File: config.mk
export PLATFORM = sky130hd
export DESIGN_NAME = io_port_ctrl
export DESIGN_NICKNAME = d
export VERILOG_FILES = /design/src/hdl/io_port_pkg.sv /design/src/hdl/pin_edge_detect.sv /design/src/hdl/nv_reset_loader.sv /design/src/hdl/io_port_ctrl.sv
export SDC_FILE = /design/constraint.sdc
export NUM_CORES = 1
export LEC_CHECK = 0
export BUFFER_PORTS_ARGS = -buffer_cell sky130_fd_sc_hd__buf_2
export CORE_UTILIZATION = 23
export DETAILED_ROUTE_END_ITERATION = 16
export GPL_TIMING_DRIVEN = 0
export PLACE_DENSITY = 0.39
export SKIP_LAST_GASP = 1
export SYNTH_ARGS = -nofsm -noshare
export SYNTH_HDL_FRONTEND = slang
export SYNTH_SLANG_ARGS = --single-unit
File: constraint.sdc
create_clock -name sys_clk -period 1.85 [get_ports sys_clk]
set_input_delay 0.185 -clock sys_clk [delete_from_list [all_inputs] [get_ports sys_clk]]
set_output_delay 0.185 -clock sys_clk [all_outputs]
set_load 0.005 [all_outputs]
File: src/hdl/io_port_pkg.sv
// shared constants, register map and carrier types for the i/o port block
package io_port_pkg;

   // ==========================================================
   // geometry
   localparam int PIN_COUNT = 8;
   localparam int DM_WIDTH  = 3;

   // ==========================================================
   // drive mode encodings
   localparam logic [2:0] DM_HIZ_ANALOG  = 3'h0;
   localparam logic [2:0] DM_HIZ_DIGITAL = 3'h1;
   localparam logic [2:0] DM_RES_PULLUP  = 3'h2;
   localparam logic [2:0] DM_RES_PULLDN  = 3'h3;
   localparam logic [2:0] DM_OD_LOW      = 3'h4;
   localparam logic [2:0] DM_OD_HIGH     = 3'h5;
   localparam logic [2:0] DM_STRONG      = 3'h6;
   localparam logic [2:0] DM_RES_BOTH    = 3'h7;

   // ==========================================================
   // interrupt edge modes
   localparam logic [1:0] EDGE_NONE    = 2'h0;
   localparam logic [1:0] EDGE_RISING  = 2'h1;
   localparam logic [1:0] EDGE_FALLING = 2'h2;
   localparam logic [1:0] EDGE_BOTH    = 2'h3;

   // ==========================================================
   // post-reset pull selection held in nonvolatile storage
   localparam logic [1:0] RST_PULL_NONE = 2'h0;
   localparam logic [1:0] RST_PULL_DOWN = 2'h1;
   localparam logic [1:0] RST_PULL_UP   = 2'h2;

   // ==========================================================
   // threshold reference select for the special pin pair
   localparam logic [1:0] REF_HALF_VDDIO = 2'h0;
   localparam logic [1:0] REF_040_VDDIO  = 2'h1;
   localparam logic [1:0] REF_HALF_VREF  = 2'h2;
   localparam logic [1:0] REF_ANALOG     = 2'h3;

   // ==========================================================
   // register byte offsets
   localparam logic [5:0] OFS_DATA_OUT   = 6'h00;
   localparam logic [5:0] OFS_DRIVE_LO   = 6'h04;
   localparam logic [5:0] OFS_PIN_IN     = 6'h08;
   localparam logic [5:0] OFS_EDGE_MODE  = 6'h0C;
   localparam logic [5:0] OFS_IRQ_STATUS = 6'h10;
   localparam logic [5:0] OFS_IRQ_MASK   = 6'h14;
   localparam logic [5:0] OFS_PAIR_CFG   = 6'h18;
   localparam logic [5:0] OFS_PWR_CTRL   = 6'h1C;
   localparam logic [5:0] OFS_RST_CFG    = 6'h20;
   localparam logic [5:0] OFS_NV_CFG     = 6'h24;
   localparam logic [5:0] OFS_STATE      = 6'h28;

   // ==========================================================
   // reset and read-back values
   localparam logic [31:0] RST_WORD_ZERO = 32'h0000_0000;
   localparam logic [31:0] RD_UNMAPPED   = 32'hDEAD_BEEF;
   localparam logic [1:0]  NV_DEFAULT    = 2'h0;

   // ==========================================================
   // timing: nonvolatile copy takes this many cycles after reset release
   localparam int NV_LOAD_NS     = 16;
   localparam int CLK_PERIOD_NS  = 4;
   localparam int NV_LOAD_CYCLES = (NV_LOAD_NS + CLK_PERIOD_NS - 1) / CLK_PERIOD_NS;

   // ==========================================================
   // carriers
   typedef struct packed {
      logic [5:0]  address;
      logic        read;
      logic        write;
      logic [31:0] writedata;
   } bus_req_type;

   typedef struct packed {
      logic [31:0] readdata;
      logic        waitrequest;
   } bus_rsp_type;

   typedef struct packed {
      logic [PIN_COUNT-1:0] out;
      logic [PIN_COUNT-1:0] oe;
      logic [PIN_COUNT-1:0] pull_up;
      logic [PIN_COUNT-1:0] pull_down;
      logic [PIN_COUNT-1:0] analog_hiz;
   } pad_ctrl_type;

endpackage

File: src/hdl/pin_edge_detect.sv
// per-pin edge detection for the port interrupt unit
`timescale 1ns/1ns
module pin_edge_detect #(
   parameter int PINS = 8
) (
   // clock and reset
   input  wire logic              sys_clk,
   input  wire logic              rst_n,
   // pins and modes
   input  wire logic [PINS-1:0]   pin_level,
   input  wire logic [2*PINS-1:0] edge_mode,
   // events
   output logic      [PINS-1:0]   pin_event
);

   typedef struct packed {
      logic [PINS-1:0] last;
      logic            primed;
   } state_type;

   state_type state;
   state_type next_state;
   logic [PINS-1:0] hit;

   // ==========================================================
   // edge compare, one copy per pin
   genvar g;
   generate
      for (g = 0; g < PINS; g++) begin : g_pin
         logic rise;
         logic fall;
         logic [1:0] mode;
         assign mode = edge_mode[2*g +: 2];
         assign rise = state.primed & pin_level[g] & ~state.last[g];
         assign fall = state.primed & ~pin_level[g] & state.last[g];
         assign hit[g] = ((mode == io_port_pkg::EDGE_RISING)  & rise) |
                         ((mode == io_port_pkg::EDGE_FALLING) & fall) |
                         ((mode == io_port_pkg::EDGE_BOTH) & (rise | fall));
      end
   endgenerate

   always_comb begin
      next_state        = state;
      next_state.last   = pin_level;
      next_state.primed = 1'b1;
   end

   always_ff @(posedge sys_clk or negedge rst_n) begin
      if (!rst_n) begin
         state <= '0;
      end else begin
         state <= next_state;
      end
   end

   assign pin_event = hit;

endmodule

File: src/hdl/nv_reset_loader.sv
// copies the nonvolatile per-port reset pull setting at reset release
`timescale 1ns/1ns
module nv_reset_loader #(
   parameter int PINS = 8
) (
   // clock and reset
   input  wire logic          sys_clk,
   input  wire logic          rst_n,
   // nonvolatile store
   input  wire logic [1:0]    nv_pull,
   // loaded result
   output logic      [1:0]    rst_pull,
   output logic               done
);

   typedef struct packed {
      logic [1:0] pull;
      logic [3:0] count;
      logic       done;
   } state_type;

   state_type state;
   state_type next_state;

   always_comb begin
      next_state = state;
      if (!state.done) begin
         if (state.count == 4'(io_port_pkg::NV_LOAD_CYCLES - 1)) begin
            next_state.pull = nv_pull;
            next_state.done = 1'b1;
         end else begin
            next_state.count = state.count + 4'h1;
         end
      end
   end

   always_ff @(posedge sys_clk or negedge rst_n) begin
      if (!rst_n) begin
         state <= '0;
      end else begin
         state <= next_state;
      end
   end

   assign rst_pull = state.pull;
   assign done     = state.done;

endmodule

File: src/hdl/io_port_ctrl.sv
// i/o port controller: reset state, retention, pin interrupts, special pin pair
// What this block does
// - reset forces every pin to analog high-z
// - post-reset pull up or down per port
// - nonvolatile reset setting copied at release
// - pins hold state in low power
// - interrupt detection runs in low power
// - one threshold shared by special pin pair
// - analog global signal selectable as threshold
// - optional hysteresis on special pin input
// - per-pin edge mode rising, falling, both, none
// - event sets status bit and requests interrupt
//
// Added by the designer: the register offsets and the Avalon-MM slave port.
`timescale 1ns/1ns
module io_port_ctrl #(
   parameter int PINS = io_port_pkg::PIN_COUNT
) (
   // clock and reset
   input  wire logic                       sys_clk,
   input  wire logic                       rst_n,
   // avalon-mm slave
   input  wire logic [5:0]                 avs_address,
   input  wire logic                       avs_read,
   input  wire logic                       avs_write,
   input  wire logic [31:0]                avs_writedata,
   output logic      [31:0]                avs_readdata,
   output logic                            avs_waitrequest,
   // pads
   input  wire logic [PINS-1:0]            pin_in,
   output logic      [PINS-1:0]            pin_out,
   output logic      [PINS-1:0]            pin_oe,
   output logic      [PINS-1:0]            pin_pull_up,
   output logic      [PINS-1:0]            pin_pull_down,
   output logic      [PINS-1:0]            pin_analog_hiz,
   // special pin pair threshold control
   output logic      [1:0]                 special_io_pin_ref_sel,
   output logic                            special_io_pin_hyst_en,
   // nonvolatile store and power
   input  wire logic [1:0]                 nv_reset_pull,
   input  wire logic                       low_power,
   // interrupt to controller
   output logic                            port_interrupt_unit_irq
);

   typedef struct packed {
      logic [PINS-1:0]   data_out;
      logic [3*PINS-1:0] drive;
      logic [2*PINS-1:0] edge_mode;
      logic [PINS-1:0]   irq_status;
      logic [PINS-1:0]   irq_mask;
      logic [1:0]        ref_sel;
      logic              hyst_en;
      logic              configured;
      logic [1:0]        rst_pull;
      logic              rst_loaded;
      logic [31:0]       readdata;
      logic              waitrequest;
      logic              irq;
      io_port_pkg::pad_ctrl_type pad;
   } state_type;

   state_type state;
   state_type next_state;

   logic [PINS-1:0] pin_event;
   logic [1:0]      loaded_pull;
   logic            load_done;
   logic            access;
   logic [31:0]     rd_word;

   // ==========================================================
   // submodules
   pin_edge_detect #(
      .PINS      (PINS)
   ) u_edge (
      .sys_clk   (sys_clk),
      .rst_n     (rst_n),
      .pin_level (pin_in),
      .edge_mode (state.edge_mode),
      .pin_event (pin_event)
   );

   nv_reset_loader #(
      .PINS     (PINS)
   ) u_nv (
      .sys_clk  (sys_clk),
      .rst_n    (rst_n),
      .nv_pull  (nv_reset_pull),
      .rst_pull (loaded_pull),
      .done     (load_done)
   );

   // ==========================================================
   // read mux
   always_comb begin
      rd_word = io_port_pkg::RST_WORD_ZERO;
      case (avs_address)
         io_port_pkg::OFS_DATA_OUT:   rd_word[PINS-1:0] = state.data_out;
         io_port_pkg::OFS_DRIVE_LO:   rd_word[3*PINS-1:0] = state.drive;
         io_port_pkg::OFS_PIN_IN:     rd_word[PINS-1:0] = pin_in;
         io_port_pkg::OFS_EDGE_MODE:  rd_word[2*PINS-1:0] = state.edge_mode;
         io_port_pkg::OFS_IRQ_STATUS: rd_word[PINS-1:0] = state.irq_status;
         io_port_pkg::OFS_IRQ_MASK:   rd_word[PINS-1:0] = state.irq_mask;
         io_port_pkg::OFS_PAIR_CFG:   rd_word[2:0] = {state.hyst_en, state.ref_sel};
         io_port_pkg::OFS_PWR_CTRL:   rd_word[0] = low_power;
         io_port_pkg::OFS_RST_CFG:    rd_word[1:0] = state.rst_pull;
         io_port_pkg::OFS_NV_CFG:     rd_word[1:0] = loaded_pull;
         io_port_pkg::OFS_STATE:      rd_word[1:0] = {state.configured, load_done};
         default:                     rd_word = io_port_pkg::RD_UNMAPPED;
      endcase
   end

   assign access = (avs_read | avs_write) & state.waitrequest;

   // ==========================================================
   // next state
   always_comb begin
      next_state             = state;
      next_state.waitrequest = 1'b1;
      // one wait cycle, then answer on the second edge
      if ((avs_read | avs_write) && state.waitrequest) begin
         next_state.waitrequest = 1'b0;
         if (avs_read) begin
            next_state.readdata = rd_word;
         end
      end
      // take the loaded value once, so later software writes are kept
      if (load_done && !state.rst_loaded) begin
         next_state.rst_pull   = loaded_pull;
         next_state.rst_loaded = 1'b1;
      end
      if (access && avs_write) begin
         case (avs_address)
            io_port_pkg::OFS_DATA_OUT: begin
               next_state.data_out = avs_writedata[PINS-1:0];
            end
            io_port_pkg::OFS_DRIVE_LO: begin
               next_state.drive      = avs_writedata[3*PINS-1:0];
               next_state.configured = load_done;
            end
            io_port_pkg::OFS_EDGE_MODE: begin
               next_state.edge_mode = avs_writedata[2*PINS-1:0];
            end
            io_port_pkg::OFS_IRQ_MASK: begin
               next_state.irq_mask = avs_writedata[PINS-1:0];
            end
            io_port_pkg::OFS_PAIR_CFG: begin
               next_state.ref_sel = avs_writedata[1:0];
               next_state.hyst_en = avs_writedata[2];
            end
            io_port_pkg::OFS_RST_CFG: begin
               if (load_done) begin
                  next_state.rst_pull = avs_writedata[1:0];
               end
            end
            default: begin
            end
         endcase
      end
      // write-one-to-clear; a new event wins over the clear
      if (access && avs_write && avs_address == io_port_pkg::OFS_IRQ_STATUS) begin
         next_state.irq_status = state.irq_status & ~avs_writedata[PINS-1:0];
      end
      next_state.irq_status = next_state.irq_status | pin_event;
      next_state.irq = |(next_state.irq_status & next_state.irq_mask);
      // pad drive: analog high-z until nonvolatile copy is done
      next_state.pad = '0;
      if (!load_done) begin
         next_state.pad.analog_hiz = '1;
      end else if (!state.configured) begin
         next_state.pad.analog_hiz = (state.rst_pull == io_port_pkg::RST_PULL_NONE) ?
                                     '1 : '0;
         next_state.pad.pull_up   = (state.rst_pull == io_port_pkg::RST_PULL_UP) ?
                                     '1 : '0;
         next_state.pad.pull_down = (state.rst_pull == io_port_pkg::RST_PULL_DOWN) ?
                                     '1 : '0;
      end else begin
         // drive mode decode; in low power the pad state is held at its previous value below
         for (int i = 0; i < PINS; i++) begin
            case (state.drive[3*i +: 3])
               io_port_pkg::DM_HIZ_ANALOG: next_state.pad.analog_hiz[i] = 1'b1;
               io_port_pkg::DM_HIZ_DIGITAL: begin
               end
               io_port_pkg::DM_RES_PULLUP: begin
                  next_state.pad.oe[i]      = ~state.data_out[i];
                  next_state.pad.pull_up[i] = state.data_out[i];
               end
               io_port_pkg::DM_RES_PULLDN: begin
                  next_state.pad.oe[i]        = state.data_out[i];
                  next_state.pad.pull_down[i] = ~state.data_out[i];
               end
               io_port_pkg::DM_OD_LOW: begin
                  next_state.pad.oe[i] = ~state.data_out[i];
               end
               io_port_pkg::DM_OD_HIGH: next_state.pad.oe[i] = state.data_out[i];
               io_port_pkg::DM_STRONG:  next_state.pad.oe[i] = 1'b1;
               default: begin
                  next_state.pad.pull_up[i]   = state.data_out[i];
                  next_state.pad.pull_down[i] = ~state.data_out[i];
               end
            endcase
            next_state.pad.out[i] = state.data_out[i];
         end
      end
      if (low_power) begin
         next_state.pad = state.pad;
      end
   end

   // ==========================================================
   // registers; reset puts pads into analog high-z
   always_ff @(posedge sys_clk or negedge rst_n) begin
      if (!rst_n) begin
         state                <= '0;
         state.waitrequest    <= 1'b1;
         state.pad.analog_hiz <= '1;
      end else begin
         state <= next_state;
      end
   end

   // ==========================================================
   // outputs
   assign avs_readdata            = state.readdata;
   assign avs_waitrequest         = state.waitrequest;
   assign pin_out                 = state.pad.out;
   assign pin_oe                  = state.pad.oe;
   assign pin_pull_up             = state.pad.pull_up;
   assign pin_pull_down           = state.pad.pull_down;
   assign pin_analog_hiz          = state.pad.analog_hiz;
   assign special_io_pin_ref_sel  = state.ref_sel;
   assign special_io_pin_hyst_en  = state.hyst_en;
   assign port_interrupt_unit_irq = state.irq;

   // ==========================================================
   // checks
   AST_RESET_HIZ: assert property (@(posedge sys_clk)
      !rst_n |-> ##1 (pin_analog_hiz == '1 || !rst_n))
      else $error("pins not analog high-z after reset");
   AST_NV_FIRST: assert property (@(posedge sys_clk) disable iff (!rst_n)
      !load_done |-> ##1 (pin_analog_hiz == '1))
      else $error("pin left high-z before nonvolatile copy");
   AST_PULL_UP: assert property (@(posedge sys_clk) disable iff (!rst_n)
      (load_done && !state.configured && !low_power &&
       state.rst_pull == io_port_pkg::RST_PULL_UP) |=> (pin_pull_up == '1))
      else $error("post-reset pull-up not applied");
   AST_COPY: assert property (@(posedge sys_clk) disable iff (!rst_n)
      $rose(load_done) |-> (loaded_pull == $past(nv_reset_pull)))
      else $error("nonvolatile value not copied");
   AST_HOLD: assert property (@(posedge sys_clk) disable iff (!rst_n)
      low_power |=> $stable(pin_oe) && $stable(pin_out) && $stable(pin_analog_hiz))
      else $error("pins changed in low power");
   AST_EVENT_SET: assert property (@(posedge sys_clk) disable iff (!rst_n)
      (pin_event != '0) |=> ((state.irq_status & $past(pin_event)) == $past(pin_event)))
      else $error("event did not set status");
   AST_LP_WAKE: assert property (@(posedge sys_clk) disable iff (!rst_n)
      (low_power && (pin_event & state.irq_mask) != '0) |=> port_interrupt_unit_irq)
      else $error("no wake interrupt in low power");
   AST_IRQ_LEVEL: assert property (@(posedge sys_clk) disable iff (!rst_n)
      port_interrupt_unit_irq |-> ((state.irq_status & state.irq_mask) != '0))
      else $error("irq high without masked status");
   AST_REF: assert property (@(posedge sys_clk) disable iff (!rst_n)
      (access && avs_write && avs_address == io_port_pkg::OFS_PAIR_CFG)
      |=> (special_io_pin_ref_sel == $past(avs_writedata[1:0])))
      else $error("threshold select not taken");
   AST_ANSWER: assert property (@(posedge sys_clk) disable iff (!rst_n)
      ((avs_read | avs_write) && avs_waitrequest) |=> !avs_waitrequest)
      else $error("bus answer late");

   COV_WAKE:  cover property (@(posedge sys_clk) low_power && port_interrupt_unit_irq);
   COV_CLEAR: cover property (@(posedge sys_clk)
      access && avs_write && avs_address == io_port_pkg::OFS_IRQ_STATUS);
   COV_PULL:  cover property (@(posedge sys_clk) load_done && pin_pull_down != '0);

endmodule

==> results.json <==
{
  "cts_sinks": 154,
  "area_growth_pct": 30.4,
  "die_h_um": 184,
  "ys_seq_area_frac": 0.508,
  "place_ws_ps": -1230,
  "fin_util": 0.305,
  "core-area_um2": 32500,
  "seq_area_um2": 3860,
  "period_share": 1.08,
  "fin_crit_ps": 2000,
  "worstSkewPairLatency_ps": 440,
  "crit_path_max_fanout": 4,
  "die_w_um": 184,
  "ir_drop_v": 0.000674,
  "path_delay_family": "flip-flops",
  "hp-class": "primary input to flop",
  "fillers": 3496,
  "crit_path_end_kind": "flop",
  "cp_data_required_time_ps": 2140,
  "p_total_w": 0.00974,
  "async_flop_share": 1.00,
  "relSlewSlack": 0.468,
  "numCtsBuffers": 17,
  "clk_path_buf_depth": 2,
  "antenna_found_initial": 1,
  "wire_per_inst_um": 18.6,
  "rows": 66,
  "violations": "setup timing",
  "fmax_mhz": 499,
  "finalWorstSetupSlack_ps": -154,
  "reg2reg_from": "avs_waitrequest",
  "critPathKind": "flop to flop",
  "cp-startpoint": "avs_waitrequest",
  "synth_ff_type": "dfrtp_1",
  "grt_pass1_vias": 5809,
  "ant_nets": 0,
  "outcome": "finished, violations left",
  "tightest_slew_ps": 796,
  "routabilityCongestion": 0.786,
  "synth_edf_count": 0,
  "dp.cells": 1284,
  "layout.nets": 952,
  "final_cell_mix": "dfrtp_1 (145), buf_2 (118), buf_4 (90), nand2_1 (88), o21ai_0 (65)",
  "dp_hpwl_um": 18300,
  "crit_cells": 7,
  "detail_route.first_pass.iterations": 5,
  "arrival_ps": 2290,
  "final-setup-viol-count": 1,
  "rr_worst_depth": 7,
  "clk_pin_slew_ps": 70,
  "track_usage": 0.153,
  "rsz0062_at_grt": "yes",
  "hold_viol_final": 0,
  "cp_slowest_cell": "dfstp_2",
  "ys_seq_elements": 154,
  "crit_chain": "nand2_4 -> nor4b_4 -> buf_6 -> buf_12 -> mux2_4 -> a22oi_2 -> nand4_1",
  "p_leak_nw": 4.61,
  "cts_tree": "yes",
  "grt_max_degree": 94,
  "final_cells": 1354,
  "crit_buf_inv": 2,
  "crit_end": "port_interrupt_unit_irq",
  "syn_area_um2": 7610,
  "initial_core_util": 0.234,
  "syn_area_per_cell_um2": 10.5,
  "power_density_nw_per_um2": 982,
  "final_common_cell": "dfrtp_1",
  "startpoint_type": "flop",
  "netlist_instances": 725,
  "htree_levels": 4,
  "avgViaCountPerCell": 4.41,
  "drc": 0,
  "dieArea_um2": 33800,
  "root_buffer": "clkbuf_16",
  "timing.hold.ws_ps": 17.7,
  "vias": 5975,
  "grt_pass1_wl_um": 37800,
  "regToRegSetupSlack_ps": -150,
  "io_buffers": 115,
  "slew_violations": 0,
  "final_layout_size_suffix_gt1_frac": 0.381,
  "multi_input_area_um2": 3070,
  "wirelength_um": 25100,
  "pin_count": 130,
  "synth_warnings": 0,
  "grt_overflow": 0,
  "regToRegEndpoint": "port_interrupt_unit_irq",
  "maxCapViolCount": 0,
  "slowest_delay_ps": 600,
  "skew_ps": 12.5,
  "first_iter_violations": 387,
  "synth.distinct_cells": 51
}
==> metal layers <==
layer / vias up / GRT usage / share of wire
li1: 2849 / - / -
met5: - / 0 / 0
met1: 2926 / 0.220 / 0.49
met3: 19 / 0.0331 / 0.051
met2: 181 / 0.230 / 0.45
met4: 0 / 0.0373 / 0.014
==> registers in the layout, summed over array words and instances, names as in the netlist, 4 cells and up <==
register / count
pin_oe: 8
pin_pull_up: 8
pin_analog_hiz: 8
u_edge.state: 9
u_nv.state: 4
avs_readdata: 25
pin_pull_down: 8
state: 68
pin_out: 8
==> synthesized netlist by cell type (2+ instances only) <==
| cell type | number | area share |
|---|---|---|
| nand3_1 | 9 | 0.0059 |
| xor2_1 | 9 | 0.010 |
| o21a_1 | 2 | 0.0020 |
| a221oi_1 | 8 | 0.0092 |
| dfrtp_1 | 145 | 0.48 |
| o41a_1 | 5 | 0.0074 |
| nand3b_1 | 9 | 0.0089 |
| nor2b_1 | 6 | 0.0049 |
| buf_4 | 74 | 0.073 |
| o22ai_1 | 7 | 0.0058 |
| dfstp_2 | 9 | 0.031 |
| a21oi_1 | 26 | 0.017 |
| or2_2 | 2 | 0.0016 |
| nor4_1 | 2 | 0.0016 |
| nand4b_1 | 2 | 0.0023 |
| nor2_1 | 17 | 0.0084 |
| a221o_1 | 6 | 0.0079 |
| o32ai_1 | 2 | 0.0023 |
| nand4_1 | 3 | 0.0025 |
| xnor2_1 | 5 | 0.0058 |
| and2_1 | 2 | 0.0016 |
| conb_1 | 2 | 0.00099 |
| buf_6 | 2 | 0.0030 |
| o2bb2ai_1 | 8 | 0.0092 |
| a31oi_1 | 6 | 0.0049 |
| mux2_2 | 61 | 0.090 |
| nand2b_1 | 8 | 0.0066 |
| buf_1 | 4 | 0.0020 |
| mux2i_1 | 10 | 0.013 |
| a22o_1 | 28 | 0.032 |
| and3_1 | 2 | 0.0016 |
| clkbuf_1 | 24 | 0.012 |
| nand2_1 | 89 | 0.044 |
| a22oi_1 | 8 | 0.0079 |
| inv_1 | 26 | 0.013 |
| buf_2 | 7 | 0.0046 |
| nor3_1 | 12 | 0.0079 |
| o21ai_0 | 65 | 0.043 |
==> where the power goes <==
group          switching (W)  leakage, nW  total [W]  internal (W)
sequential          0.000406         1.93    0.00422       0.00381
combinational       0.000853         2.39    0.00186       0.00100
clock                0.00163        0.292    0.00367       0.00204
==> per-stage QoR <==
stage                     setup TNS [ps]  instance area [µm²]
after CTS                           -263                 9830
after detailed placement          -73740                 8780
after global placement           -379930                 8740
after global routing                -484                 9920
final                               -154                 9920
after floorplan                    -4120                 7610
==> how the worst min path moves through the flow <==
stage | start | end | slack, ps | cells past startpoint
5_1_grt | avs_writedata[13] | state[110] | 6 | 2
6_report | avs_writedata[13] | state[110] | 20 | 2
3_3_place_gp | pin_in[0] | u_edge.state[1] | 340 | 1
4_1_cts | avs_writedata[13] | state[110] | 5 | 2
2_1_floorplan | rst_n | avs_readdata[0] | -110 | 0
3_5_place_dp | rst_n | pin_pull_up[0] | 180 | 1
==> layout make-up <==
class | instances | area share
diodes | 1 | 0.000252
plain buffers | 109 | 0.0744
clock buffers | 17 | 0.0429
clock inverters | 15 | 0.0185
inverters | 27 | 0.0106
multi-input cells | 434 | 0.309
flip-flops and latches | 154 | 0.390
well taps | 442 | 0.0557
repair buffers | 155 | 0.0990
==> cells by family after synthesis <==
logic type / synth area share
other cells: 0.000987
compound gates: 0.153
simple gates: 0.109
fa+ha+maj: 0.00164
mux: 0.103
flops: 0.508
buf+inv: 0.108
xor+xnor: 0.0161
==> worst reg2reg max path, cell delays in order, from the launching register on <==
cell and delay [ps]:
dfstp_2 600, nand2_4 70, nor4b_4 260, buf_6 170
buf_12 120, mux2_4 310, a22oi_2 180, nand4_1 160
==> what timing repair did <==
item,CTS,global route
hold buffers,24,0
hold endpoints to repair,81,0
resized for setup,30,18
pin swaps,7,6
endpoints found under the setup margin,104,33
buffers inserted,10,5
(Power assumes the default switching activity.)
